<file path="src/rtl/crq_pkg.sv">
// Shared constants and types for the receive queue and slot status block
package crq_pkg;
  // Bus and register map (byte addresses, one word each)
  localparam int DATA_W = 32;
  localparam int ADDR_W = 8;
  localparam logic [7:0] CTRL_OFS = 8'h00;
  localparam logic [7:0] FULL_OFS = 8'h04;
  localparam logic [7:0] OVR_OFS = 8'h08;
  localparam logic [7:0] QSTAT_OFS = 8'h0c;
  localparam logic [7:0] QDATA_OFS = 8'h10;
  localparam logic [7:0] UNLOCK_OFS = 8'h14;
  localparam logic [7:0] IRQ_STAT_OFS = 8'h18;
  localparam logic [7:0] IRQ_MASK_OFS = 8'h1c;
  localparam logic [7:0] SLOT_BASE_OFS = 8'h40;
  // Control register fields
  localparam int CTRL_QEN_BIT = 0;
  localparam int CTRL_TS_LSB = 1;
  localparam int CTRL_FRZ_BIT = 3;
  localparam int CTRL_W = 4;
  localparam logic [3:0] CTRL_RST = 4'h0;
  localparam logic [1:0] TS_OFF = 2'h0;
  // Slots and queue
  localparam int SLOTS = 16;
  localparam int QDEPTH = 8;
  localparam int QPTR_W = 3;
  localparam logic [3:0] QCNT_FULL = 4'h8;
  localparam logic [3:0] SLOT_A = 4'h5;
  localparam logic [3:0] SLOT_B = 4'hf;
  localparam logic [15:0] LOW_SLOTS_MASK = 16'h00ff;
  // Frame position: 1..7 end-of-frame bits, 8..10 interframe bits
  localparam logic [3:0] POS_EOF5 = 4'h5;
  localparam logic [3:0] POS_EOF7 = 4'h7;
  localparam logic [3:0] POS_IFS2 = 4'h9;
  // Lock timeout: one frame time, least time so rounded up
  localparam int FRAME_TIME_NS = 3500;
  localparam int CLK_PERIOD_NS = 25;
  localparam int FRAME_CYCLES = (FRAME_TIME_NS + CLK_PERIOD_NS - 1) / CLK_PERIOD_NS;
  localparam int LOCK_CNT_W = 8;
  // Interrupt status bits
  localparam int IRQ_RXQ = 0;
  localparam int IRQ_OVR = 1;
  localparam int IRQ_QOVF = 2;
  localparam int IRQ_LDROP = 3;
  localparam int IRQ_W = 4;
  typedef enum logic [1:0] {CRQ_IDLE, CRQ_WR, CRQ_RD} crq_bus_state_t;
endpackage

</file>
<file path="src/rtl/crq_mem_if.sv">
// Carrier between the queue controller and its storage
`timescale 1ns/10ps
interface crq_mem_if;
  logic wr_en;
  logic [2:0] wr_addr;
  logic [31:0] wr_data;
  logic [2:0] rd_addr;
  logic [31:0] rd_data;
  modport ctrl (output wr_en, output wr_addr, output wr_data, output rd_addr, input rd_data);
  modport mem (input wr_en, input wr_addr, input wr_data, input rd_addr, output rd_data);
endinterface

</file>
<file path="src/rtl/crq_top.sv">
// Receive slot status, slot locking and enhanced receive queue with AHB-Lite registers
//
// Functional notes
// - Frame sets full; second unread frame sets overrun
// - Queue reads during reception clear low overrun
// - Slot 5/15 locked past frame: queue drops
// - Slot 5 (even write pointer) or 15 (odd) word write in window loses frame
// - No timestamp: window EOF bit 7 to IFS 2
// - Timestamp on: window EOF bit 5 to 7
//
// Chosen here: the AHB-Lite slave port and the register offsets.
`timescale 1ns/10ps
module crq_top
  import crq_pkg::*;
(
  // Clock and reset
  input wire logic core_clk,
  input wire logic reset_n,
  // AHB-Lite slave
  input wire logic hsel,
  input wire logic [31:0] haddr,
  input wire logic [1:0] htrans,
  input wire logic hwrite,
  input wire logic [2:0] hsize,
  input wire logic [31:0] hwdata,
  input wire logic hready,
  output logic hreadyout,
  output logic [31:0] hrdata,
  output logic hresp,
  // Receive path from the protocol engine
  input wire logic rx_active,
  input wire logic rx_to_queue,
  input wire logic [3:0] rx_pos,
  input wire logic rx_done,
  input wire logic [3:0] rx_slot,
  input wire logic [31:0] rx_word,
  // Interrupt
  output logic irq
);
  crq_mem_if mif ();
  crq_mem u_mem (.core_clk(core_clk), .m(mif));

  crq_bus_state_t state_reg;
  logic [7:0] addr_reg;
  logic hready_reg;
  logic [31:0] hrdata_reg;
  logic [CTRL_W-1:0] ctrl_reg;
  logic [SLOTS-1:0] full_reg, ovr_reg, armed_reg;
  logic [QPTR_W-1:0] wr_ptr_reg, rd_ptr_reg;
  logic [3:0] qcnt_reg;
  logic lock_reg;
  logic [3:0] lock_slot_reg;
  logic [LOCK_CNT_W-1:0] lock_cnt_reg;
  logic drop_reg, lose_reg;
  logic [IRQ_W-1:0] irq_stat_reg, irq_mask_reg;
  logic irq_reg;

  // Slot word decode, shared by read and write sides
  function automatic logic is_slot(input logic [7:0] a);
    return a[7:6] == SLOT_BASE_OFS[7:6];
  endfunction

  // Loss window by timestamp selection
  function automatic logic in_window(input logic [1:0] ts, input logic [3:0] pos);
    if (ts == TS_OFF) begin
      return (pos >= POS_EOF7) && (pos <= POS_IFS2);
    end
    return (pos >= POS_EOF5) && (pos <= POS_EOF7);
  endfunction

  logic addr_ok, wr_ev, rd_ev, cs_wr, cs_rd, pop, unlock;
  logic qen, frz, slot_rx, queue_rx, q_push, q_ovf, lock_hot;
  logic [3:0] sel_slot, exp_slot;

  // Bus events, all taken in the data phase
  assign addr_ok = hsel && htrans[1] && hready;
  assign wr_ev = (state_reg == CRQ_WR);
  assign rd_ev = (state_reg == CRQ_RD) && !hready_reg;
  assign sel_slot = addr_reg[5:2];
  assign cs_wr = wr_ev && is_slot(addr_reg);
  assign cs_rd = rd_ev && is_slot(addr_reg);
  assign pop = rd_ev && (addr_reg == QDATA_OFS) && (qcnt_reg != 4'h0);
  assign unlock = rd_ev && (addr_reg == UNLOCK_OFS);

  // Receive side decisions
  assign qen = ctrl_reg[CTRL_QEN_BIT];
  assign frz = ctrl_reg[CTRL_FRZ_BIT];
  assign slot_rx = rx_done && !frz && !rx_to_queue && armed_reg[rx_slot]
                   && !(lock_reg && lock_slot_reg == rx_slot);
  assign queue_rx = rx_done && !frz && rx_to_queue && qen;
  assign q_push = queue_rx && !drop_reg && !lose_reg && (qcnt_reg != QCNT_FULL);
  assign q_ovf = queue_rx && !drop_reg && !lose_reg && (qcnt_reg == QCNT_FULL);
  assign exp_slot = wr_ptr_reg[0] ? SLOT_B : SLOT_A;
  assign lock_hot = lock_reg && qen && armed_reg[lock_slot_reg]
                    && (lock_slot_reg == SLOT_A || lock_slot_reg == SLOT_B);

  // Storage hookup; read data tracks the queue head
  assign mif.wr_en = q_push;
  assign mif.wr_addr = wr_ptr_reg;
  assign mif.wr_data = rx_word;
  assign mif.rd_addr = rd_ptr_reg;

  // Bus phase tracking; reads take one wait state for registered data
  always_ff @(posedge core_clk or negedge reset_n) begin
    if (!reset_n) begin
      state_reg <= CRQ_IDLE;
      addr_reg <= 8'h00;
      hready_reg <= 1'b1;
    end else begin
      hready_reg <= 1'b1;
      if (rd_ev) begin
        state_reg <= CRQ_RD;
      end else if (addr_ok) begin
        state_reg <= hwrite ? CRQ_WR : CRQ_RD;
        addr_reg <= haddr[7:0];
        hready_reg <= hwrite;
      end else begin
        state_reg <= CRQ_IDLE;
      end
      if (state_reg == CRQ_RD && hready_reg) begin
        state_reg <= addr_ok ? (hwrite ? CRQ_WR : CRQ_RD) : CRQ_IDLE;
      end
    end
  end

  // Read data mux; unmapped addresses read zero
  always_ff @(posedge core_clk or negedge reset_n) begin
    if (!reset_n) begin
      hrdata_reg <= 32'h0000_0000;
    end else if (rd_ev) begin
      hrdata_reg <= 32'h0000_0000;
      if (is_slot(addr_reg)) begin
        hrdata_reg <= {29'h0, armed_reg[sel_slot], ovr_reg[sel_slot], full_reg[sel_slot]};
      end else begin
        case (addr_reg)
          CTRL_OFS: hrdata_reg <= {28'h0, ctrl_reg};
          FULL_OFS: hrdata_reg <= {16'h0, full_reg};
          OVR_OFS: hrdata_reg <= {16'h0, ovr_reg};
          QSTAT_OFS: hrdata_reg <= {22'h0, drop_reg, lock_slot_reg, lock_reg, qcnt_reg};
          QDATA_OFS: hrdata_reg <= (qcnt_reg != 4'h0) ? mif.rd_data : 32'h0000_0000;
          IRQ_STAT_OFS: hrdata_reg <= {28'h0, irq_stat_reg};
          IRQ_MASK_OFS: hrdata_reg <= {28'h0, irq_mask_reg};
          default: hrdata_reg <= 32'h0000_0000;
        endcase
      end
    end
  end

  // Control and mask registers
  always_ff @(posedge core_clk or negedge reset_n) begin
    if (!reset_n) begin
      ctrl_reg <= CTRL_RST;
      irq_mask_reg <= '0;
    end else if (wr_ev) begin
      if (addr_reg == CTRL_OFS) begin
        ctrl_reg <= hwdata[CTRL_W-1:0];
      end
      if (addr_reg == IRQ_MASK_OFS) begin
        irq_mask_reg <= hwdata[IRQ_W-1:0];
      end
    end
  end

  // Slot status: frames set full then overrun; writes load armed from bit 0 and clear
  always_ff @(posedge core_clk or negedge reset_n) begin
    if (!reset_n) begin
      full_reg <= '0;
      ovr_reg <= '0;
      armed_reg <= '0;
    end else begin
      if (cs_wr) begin
        armed_reg[sel_slot] <= hwdata[0];
        full_reg[sel_slot] <= 1'b0;
        ovr_reg[sel_slot] <= 1'b0;
      end
      // Unlock consumes the locked message
      if (unlock && lock_reg) begin
        full_reg[lock_slot_reg] <= 1'b0;
        ovr_reg[lock_slot_reg] <= 1'b0;
      end
      // Flaw kept as silicon does: pops mid-reception wipe low overruns
      if (pop && rx_active && qen) begin
        ovr_reg <= ovr_reg & ~LOW_SLOTS_MASK;
      end
      // Set wins over every clear above
      if (slot_rx) begin
        full_reg[rx_slot] <= 1'b1;
        if (full_reg[rx_slot]) begin
          ovr_reg[rx_slot] <= 1'b1;
        end
      end
    end
  end

  // One slot lock at a time; a slot word read moves it
  always_ff @(posedge core_clk or negedge reset_n) begin
    if (!reset_n) begin
      lock_reg <= 1'b0;
      lock_slot_reg <= 4'h0;
    end else if (cs_rd) begin
      lock_reg <= 1'b1;
      lock_slot_reg <= sel_slot;
    end else if (unlock) begin
      lock_reg <= 1'b0;
    end
  end

  // Lock age on slots 5 and 15; past one frame time the queue drops
  always_ff @(posedge core_clk or negedge reset_n) begin
    if (!reset_n) begin
      lock_cnt_reg <= '0;
      drop_reg <= 1'b0;
    end else begin
      if (!lock_hot || cs_rd) begin
        lock_cnt_reg <= '0;
      end else if (lock_cnt_reg != LOCK_CNT_W'(FRAME_CYCLES)) begin
        lock_cnt_reg <= lock_cnt_reg + 1'b1;
      end
      if (lock_hot && !cs_rd && lock_cnt_reg == LOCK_CNT_W'(FRAME_CYCLES - 1)) begin
        drop_reg <= 1'b1;
      end else if (!lock_reg || unlock) begin
        drop_reg <= 1'b0;
      end
    end
  end

  // Badly timed word write to slot 5 (even write pointer) or 15 (odd) marks the queue frame under reception as lost
  always_ff @(posedge core_clk or negedge reset_n) begin
    if (!reset_n) begin
      lose_reg <= 1'b0;
    end else if (rx_done) begin
      lose_reg <= 1'b0;
    end else if (cs_wr && sel_slot == exp_slot && qen && !frz && rx_active && rx_to_queue
                 && in_window(ctrl_reg[CTRL_TS_LSB +: 2], rx_pos)) begin
      lose_reg <= 1'b1;
    end
  end

  // Queue pointers; a lost frame leaves no trace at all
  always_ff @(posedge core_clk or negedge reset_n) begin
    if (!reset_n) begin
      wr_ptr_reg <= '0;
      rd_ptr_reg <= '0;
      qcnt_reg <= 4'h0;
    end else begin
      if (q_push) begin
        wr_ptr_reg <= wr_ptr_reg + 1'b1;
      end
      if (pop) begin
        rd_ptr_reg <= rd_ptr_reg + 1'b1;
      end
      qcnt_reg <= qcnt_reg + {3'h0, q_push} - {3'h0, pop};
    end
  end

  // Sticky events, write one to clear, set wins
  always_ff @(posedge core_clk or negedge reset_n) begin
    if (!reset_n) begin
      irq_stat_reg <= '0;
      irq_reg <= 1'b0;
    end else begin
      irq_stat_reg <= (irq_stat_reg & ~((wr_ev && addr_reg == IRQ_STAT_OFS)
                       ? hwdata[IRQ_W-1:0] : '0))
                      | {queue_rx && drop_reg, q_ovf,
                         slot_rx && full_reg[rx_slot], q_push};
      irq_reg <= |(irq_stat_reg & irq_mask_reg);
    end
  end

  assign hreadyout = hready_reg;
  assign hrdata = hrdata_reg;
  assign hresp = 1'b0;
  assign irq = irq_reg;
endmodule

</file>
<file path="src/rtl/crq_mem.sv">
// Queue storage with registered read data
`timescale 1ns/10ps
module crq_mem
  import crq_pkg::*;
(
  // Clock
  input wire logic core_clk,
  // Storage port
  crq_mem_if.mem m
);
  logic [DATA_W-1:0] store [QDEPTH];

  // Write port; no reset so it maps to plain RAM
  always_ff @(posedge core_clk) begin
    if (m.wr_en) begin
      store[m.wr_addr] <= m.wr_data;
    end
  end

  // Read data always registered, lags the address by one edge
  always_ff @(posedge core_clk) begin
    m.rd_data <= store[m.rd_addr];
  end
endmodule

</file>
<file path="config.mk">
export PLATFORM = sky130hd
export DESIGN_NAME = crq_top
export DESIGN_NICKNAME = d
export VERILOG_FILES = /design/src/rtl/crq_pkg.sv /design/src/rtl/crq_mem_if.sv /design/src/rtl/crq_top.sv /design/src/rtl/crq_mem.sv
export SDC_FILE = /design/constraint.sdc
export NUM_CORES = 1
export LEC_CHECK = 0
export ABC_AREA = 0
export CORE_UTILIZATION = 55
export DETAILED_ROUTE_END_ITERATION = 7
export DONT_BUFFER_PORTS = 1
export GPL_TIMING_DRIVEN = 0
export PLACE_DENSITY = 0.71
export SYNTH_ARGS = -nofsm -noshare
export SYNTH_HDL_FRONTEND = slang
export SYNTH_SLANG_ARGS = --single-unit
</file>
<file path="constraint.sdc">
create_clock -name core_clk -period 5 [get_ports core_clk]
set_input_delay 0.5 -clock core_clk [delete_from_list [all_inputs] [get_ports core_clk]]
set_output_delay 0.5 -clock core_clk [all_outputs]
set_load 0.005 [all_outputs]
</file>
**Yosys cells after proc, flatten, opt, wreduce, memory -nomap -nowiden**

Memory sizes are Yosys's and may differ from the RTL's. A register that Yosys moved wholly into a read port is not among the register bits.
Cells that the tools add are included.

- $add $sub $neg: 5
- Multiply operators: 0
- Divide/modulo/power cells: 0
- $lt $le $gt $ge: 10
- Eq/ne operators: 18
- Shifts and indexed selects: 0
- Muxes and demuxes: 53
- Bitwise gates (word level): 13
- Reductions and logical operators: 65

Operators by type and width:

| kind | count |
|---|---|
| $pmux W32 S7 | 1 |
| $mux W16 | 8 |
| $and A16 B16 Y16 | 4 |
| $mux W32 | 2 |
| $logic_and A1 B1 Y1 | 42 |
| $eq A8 B5 Y1 const B | 4 |
| $not A16 Y16 | 2 |
| $or A16 B16 Y16 | 2 |
| $bmux W1 S4 | 6 |
| $mux W1 | 24 |
| $bwmux W16 | 1 |
| $eq A8 B4 Y1 const B | 2 |
| $mux W8 | 2 |
| $lt A4 B5 Y1 const B | 3 |
| $demux W1 S4 | 3 |
| $ge A4 B1 Y1 const B | 3 |
| $logic_not A1 Y1 | 9 |
| $add A8 B1 Y8 const B | 1 |
| $and A4 B4 Y4 | 2 |
| $eq A4 B4 Y1 | 2 |
| $eq A4 B4 Y1 const B | 2 |
| $eq A8 B3 Y1 const B | 1 |
| $eq A8 B8 Y1 const B | 1 |
| $ge A4 B3 Y1 const B | 2 |
| 22 further kinds | 35 |

- Register bits: 129
- Latch bits: 0
- Bits in writable memories: 256
- ROM bits: 0
- Input port bits: 117
- Logic and storage cells: 184
- Memories: 1

Memory list:

| memory | words | bits a word | read ports | clocked after memory_dff | write ports | line | source |
|---|---|---|---|---|---|---|---|
| u_mem.store | 8 | 32 | 1 | 1 | 1 | crq_mem.sv:11 | `logic [DATA_W-1:0] store [QDEPTH];` |

**Longest topological paths before layout**

Gate-level depths: netlist of the first run.

- Depth in word-level cells: 13
- Gate-level depth with buffers: 10
- Depth with buffers taken out: 9

**By module**

From an unflattened synthesis of the first run, not the netlist that was laid out.

- Cells, all modules: 1023
- Area, all modules: 17503.0 um2

By module, submodules not included:

| module | instances | cells an instance | area an instance (um2) |
|---|---|---|---|
| crq_mem | 1 | 415 | 10466.3 |
| crq_top | 1 | 608 | 7036.7 |

**Least setup slack after synthesis of the first run**

Ideal clock, no wire load.

- Path kind: in2reg
- From: in rx_done
- To: mem u_mem.store[4][0] (enable)
- Arrival time: 3566 ps
- Data required time: 4532 ps
- Setup slack: 966 ps
- Stages on the path: 6
- Path buffers: 0
- Cells stage by stage: nand4b_1 -> nor3_1 -> nand2_1 -> inv_1 -> nand2b_1 -> nor3b_1

- Longest elaborated chain between the ends: 8

Ends and longest elaborated chain:

| element | line | source |
|---|---|---|
| start: declaration | crq_top.sv:34 | `input wire logic rx_done,` |
| $logic_and A1 B1 Y1 (3 in a row) | crq_top.sv:90 | `assign queue_rx = rx_done && !frz && rx_to_queue && qen;` |
| $logic_and A1 B1 Y1 (3 in a row) | crq_top.sv:91 | `assign q_push = queue_rx && !drop_reg && !lose_reg && (qcnt_reg != QCNT_FULL);` |
| via mif.wr_en | crq_mem_if.sv:4 | `logic wr_en;` |
| $mux W1 | crq_mem.sv:15 | `if (m.wr_en) begin` |
| $mux W1 (implied by the code) | crq_mem.sv:16 | `store[m.wr_addr] <= m.wr_data;` |
| end: declaration | crq_mem.sv:11 |  |

The timed path passes the listed nets, and every way through them passes these cells.

**Worst setup path after layout of the first run**

- From: reg ctrl_reg[3]
- To: mem u_mem.store[4][17] (enable)

- Longest elaborated chain between the ends: 9

Ends and longest elaborated chain:

| element | line | source |
|---|---|---|
| start: declaration | crq_top.sv:47 | `logic [CTRL_W-1:0] ctrl_reg;` |
| start signal: assignment | crq_top.sv:156 | `ctrl_reg <= hwdata[CTRL_W-1:0];` |
| $logic_not A1 Y1 | crq_top.sv:90 |  |
| $logic_and A1 B1 Y1 (3 in a row) | crq_top.sv:90 |  |
| $logic_and A1 B1 Y1 (3 in a row) | crq_top.sv:91 |  |
| via mif.wr_en | crq_mem_if.sv:4 |  |
| $mux W1 | crq_mem.sv:15 |  |
| $mux W1 (implied by the code) | crq_mem.sv:16 |  |

The timed path passes the listed nets, and every way through them passes these cells.

==> results of run 1 <==
## path summary, 6_finish.rpt
path                            cells after the start            endpoint                 from
max in group asynchronous                           2        armed_reg[2]              reset_n
worst max register to register                      8  u_mem.store[4][17]          ctrl_reg[3]
worst min register to register                      1          hrdata[30]  u_mem.m.rd_data[30]
worst min-delay path                                1            lose_reg              rx_done
worst max-delay path                                8  u_mem.store[4][17]          ctrl_reg[3]
min in group asynchronous                           2          hrdata[16]              reset_n
## layer usage
metal / track usage (%) / share of wire (%) / vias up
li1: - / - / 4231
met1: 34.3 / 39 / 5116
met2: 43.6 / 49 / 457
met3: 5.60 / 8.7 / 91
met4: 8.47 / 2.9 / 0
met5: 0 / 0 / -
## metrics by stage
step	setup TNS (ns)	total power, uW	setup WS (ns)	area, um^2
floorplan	0	4390	0.966	17200
global placement	-178.42	4570	-1.74	17700
detailed placement	0	4610	1.74	18000
CTS	0	7850	1.73	19500
global route	0	8050	1.58	19500
finish	0	7810	1.75	19500
## layout make-up
type                    count  area [um^2]
fillers                  2136        11100
flip-flops and latches    417        11600
inverters                  18         67.6
plain buffers              58          238
repair buffers             21          303
well taps                 396          495
clock inverters            20          205
multi-input cells         549         5420
clock buffers              59         1250
## cells by family (layout without fill, tap and decap cells)
logic type      count (synthesis)  in the layout  synth area share [%]
flops                         417            417                  67.1
simple gates                  204            204                  5.95
mux                           170            170                  17.1
compound gates                149            149                  6.51
buf+inv                        76            176                  1.77
xor+xnor                       15             15                 0.762
fa+ha+maj                      10             10                 0.770
other cells                     1              1                0.0218
## cell usage in the layout (no fill, tap or decap), types with 20 or more instances in the layout
master	count
a21oi_1	20
a22o_1	41
clkbuf_1	45
clkbuf_16	44
dfrtp_1	128
dfxtp_1	32
edfxtp_1	256
mux2_2	72
mux4_2	93
nand2_1	82
nor2_1	36
o21ai_0	25
## what timing repair did
| item | in CTS | in global routing |
|---|---|---|
| endpoints found under the setup margin | 0 | 0 |
| hold buffers | 2 | 0 |
| hold endpoints to repair | 129 | 0 |
## report_power, final
group	internal [uW]	leakage, uW	switching, uW
logic	283	0.00191	378
registers	3800	0.00428	121
clock network	1910	0.000712	1320
==> impl_metrics.yaml, run 1 <==
routing:
  drt_iter0_markers: 1001
  vias: 9895
  dr.pass1.iters: 5
  drtAntennaViolNets: 0
  wl_um: 40300
  detail_route.wl_per_cell_um: 26.2
  remaining_drc_errors: 0
  vias_per_cell: 6.43
synth:
  syn_nets: 1169
  yosysUniqueCellTypes: 68
  synth-seq-area-share_pct: 67.1
  synth_seq_cells: 417
  synth-edff-count: 256
  netlist_top_cells_count: "edfxtp_1 (256), dfrtp_1 (128), mux4_2 (93)"
  syn-cell-area_mm2: 0.0172
  synth.area.top_cells: "edfxtp_1 (45%), dfrtp_1 (19%), mux4_2 (12%)"
  yosysTopAreaCellShare_pct: 44.6
  yosysWarnings: 0
  synth_cells: 1042
  postSynthAreaPerCell_um2: 16.5
  synth.most_common_cell: "edfxtp_1"
  async_reset_ff_share_pct: 30.9
  synth_top_area_cell: "edfxtp_1"
  synth_ff_type: "edfxtp_1"
clock_network:
  cts_setup_buffers: 0
  cts_buffer_depth: 3
  clock_latency_ns: 0.55
  cts_tree: "built"
  cts_resized: 0
  root_buffer: "clkbuf_16"
  clk_pin_slew_ns: 0.06
  cts_buffers: 43
  cts_sinks: 417
  h-tree-depth: 2
layout:
  largest_register_ffs: 256
  finalNetCount: 1235
  postLayoutCoreUtil_pct: 63.7
  layout-drive-gt1-share_pct: 24.7
  instances_no_fill: 1538
  area_growth_syn_to_layout_pct: 13.4
  n_antenna_cell: 0
timing:
  slew_headroom_pct: 31.3
  finalCritPeriodShare_pct: 65.1
  worst_pin_slew_ns: 1.02
  hold_violations: 0
  layout_min_cycle_time_ns: 3.25
  drv_slew: 0
  setup-violations-final: 0
  holdWs_ns: 0.0347
  rsz0062_at_grt: "false"
  finClkSkew_ns: 0.0230
  clock.fmax_mhz: 307
die:
  chipHeight_um: 179
  core_mm2: 0.0307
  die_x_um: 179
  io_pins: 152
  die-area_mm2: 0.0320
  initial_utilization_pct: 56.2
  fp-row-count: 64
pwr:
  ir_drop_mv: 0.290
  cellPowerDensity_mw_per_mm2: 400
  p_leak_uw: 0.00691
run:
  drv_cap: 0
placed_design:
  place_inst: 1456
  place_congestion: 0.979
  io_buffers: 0
  dp_hpwl_um: 27200
global_routing:
  grt_start_max_net_pins: 130
  grt_pass1_wl_um: 60800
  grt_pass1_vias: 10200
  grt_overflow: 0
  grtUsageTotal_pct: 26.2
  antenna_found_initial: 0
run_status:
  status: "finished, final reports clean"
setup_path:
  slowest_delay_ns: 0.85
  end_kind: "flip-flop"
  cp_max_fo: 10
  startpoint_type: "flip-flop"
  r2r_slack_ns: 1.75
  worst_path_max_delay_cell: "nor3b_2"
  crit_type: "reg2reg"
  cpLargestDelayFamily: "simple AND/OR/NAND/NOR gates"
  cpMostUsedCell: "buf_6"
  worst-path-buf-inv: 3
  cp_cell_sequence: "nand4b_1 -> nor3_1 -> nand2_1 -> inv_1 -> nand2b_1 -> nor3b_2 -> buf_6 -> buf_6"
  required_ns: 5.24
  worst_ep_arrival_time_ns: 3.50
worst_hold_path:
  hold_class: "in2reg"
(Power assumes the default switching activity.)
==> run 2: changes to the inputs <==
Clock period 5 ns to 3.4 ns, I/O delays scaled along.
==> run 2 against run 1 <==
- maximum frequency increased by 5.2%
- wire length rose by 2.3%
- combinational power rose by 60%
- cell count grew 2.4%
- worst hold slack gained 0.0041 ns
- core utilization up 1.7 points
- register-to-register slack worse by 1.4 ns
- first-iteration DRC count up 21%
- clock skew is 0.0082 ns lower
- worst setup slack lost 1.4 ns
- critical path type unchanged
- largest power group unchanged
==> impl_metrics.yaml, run 2 (synthesis gave the netlist of run 1 again) <==
setup_path:
  crit_type: "reg2reg"
  r2r-end: "u_mem.store[0][23]"
  startpoint: "ctrl_reg[0]"
  crit_end: "u_mem.store[0][23]"
  worst_ep_arrival_time_ns: 3.34
  startpoint_type: "flip-flop"
  rr_startpoint: "ctrl_reg[0]"
  r2r_slack_ns: 0.31
  required_ns: 3.64
  rr_worst_depth: 7
  end_kind: "flip-flop"
  cp_max_fo: 12
global_routing:
  antenna_found_initial: 1
  grt_pass1_wl_um: 63100
  grtUsageTotal_pct: 27.0
  grt_start_max_net_pins: 130
  grt_overflow: 0
  grt_pass1_vias: 10300
placed_design:
  place_congestion: 0.970
  place_inst: 1451
  place_ws_ns: 0.388
  place_area_mm2: 0.0181
  dp_hpwl_um: 27000
  io_buffers: 0
clock_network:
  root_buffer: "clkbuf_16"
  cts_resized: 0
  h-tree-depth: 2
  clk_pin_slew_ns: 0.06
  cts_sinks: 417
  cts_tree: "built"
  clock_latency_ns: 0.54
  cts_setup_buffers: 0
  cts_buffers: 43
  cts.hold.buffers_added: 47
  cts_buffer_depth: 3
pwr:
  cellPowerDensity_mw_per_mm2: 584
  ir_drop_mv: 0.424
  p_leak_uw: 0.00710
layout:
  instances_no_fill: 1575
  area_growth_syn_to_layout_pct: 16.4
  layout-drive-gt1-share_pct: 23.1
  final_cell_mix: "edfxtp_1 (256), dfrtp_1 (128), mux4_2 (93)"
  largest_register_ffs: 256
  final_area_mm2: 0.0201
  final_common_cell: "edfxtp_1"
  n_antenna_cell: 0
  finalNetCount: 1274
  postLayoutCoreUtil_pct: 65.4
  filler_cell_count: 2095
routing:
  vias_per_cell: 6.42
  drt_iter0_markers: 1216
  vias: 10100
  dr.pass1.iters: 5
  detail_route.wl_per_cell_um: 26.2
  drtAntennaViolNets: 0
  wl_um: 41300
  remaining_drc_errors: 0
die:
  core_mm2: 0.0307
  die-area_mm2: 0.0320
  initial_utilization_pct: 56.2
  fp-row-count: 64
  chipHeight_um: 179
  die_x_um: 179
  io_pins: 152
timing:
  clock.fmax_mhz: 323
  hold_violations: 0
  finClkSkew_ns: 0.0148
  rsz0062_at_grt: "false"
  fin_ws_ns: 0.306
  drv_slew: 0
  slew_headroom_pct: 8.34
  finalCritPeriodShare_pct: 91.0
  setup-violations-final: 0
  layout_min_cycle_time_ns: 3.09
  worst_pin_slew_ns: 1.36
run_status:
  status: "finished, final reports clean"
run:
  drv_cap: 0
worst_hold_path:
  hold_class: "in2reg"
[run 2: cell count changes in the layout (fill, tap and decap cells not counted), moves of 3 or more]
cell,change
buf_6,-12
clkbuf_8,-3
bufinv_16,+3
buf_16,+6
clkinv_2,-3
dlygate4sd3_1,+45
[run 2: power breakdown]
part           leakage [uW]  switching, uW  internal [uW]
Combinational       0.00210            599            461
Sequential          0.00428            189           5590
Clock              0.000717           1950           2920
Total               0.00710           2740           8970
[run 2: stage by stage]
stage | power (uW) | TNS (ns) | hold WS, ns
floorplan | 6470 | 0 | 0.0444
global placement | 6730 | -296.05 | 0.0479
detailed placement | 6800 | 0 | 0.0496
CTS | 11800 | 0 | 0.0204
global route | 12100 | 0 | 0.0461
finish | 11700 | 0 | 0.0388
[run 2: worst min-delay path by stage]
stage          startpoint              end  slack (ns)  cells after the start
5_1_grt           rx_done  irq_stat_reg[3]        0.05                      2
3_3_place_gp      reset_n  lock_cnt_reg[4]        0.05                      0
6_report          rx_done  irq_stat_reg[3]        0.04                      2
3_5_place_dp      reset_n  lock_cnt_reg[7]        0.05                      0
4_1_cts           rx_done  irq_stat_reg[3]        0.02                      2
2_1_floorplan     reset_n      addr_reg[0]        0.04                      0
[run 2: critical path: stages, from the launching register on]
cell	delay [ns]
dfrtp_1	0.50
nand4b_1	0.19
nor3_1	0.27
nand2_1	0.20
inv_1	0.20
nand2b_1	0.30
nor3_4	0.86
buf_8	0.25
[run 2: metal layers]
metal  GRT usage [%]  part of all wire [%]  vias up  routed length, um
met5               0                 0.024        -                 10
li1                -                     -     4316                  -
met3            5.00                   8.1       91               3350
met1            37.7                    41     5234              17000
met2            43.4                    48      474              19900
met4            8.23                   2.4        2               1000
[run 2: final cells by class]
class                           count  area, um^2  area share (%)
Sequential cell                   417       11600            57.6
Clock buffer                       55        1180            5.89
Multi-Input combinational cell    549        5450            27.1
Inverter                           18        67.6           0.337
Tap cell                          396         495            2.47
Buffer                             58         238            1.18
Timing Repair Buffer               60         793            3.95
Clock inverter                     22         285            1.42
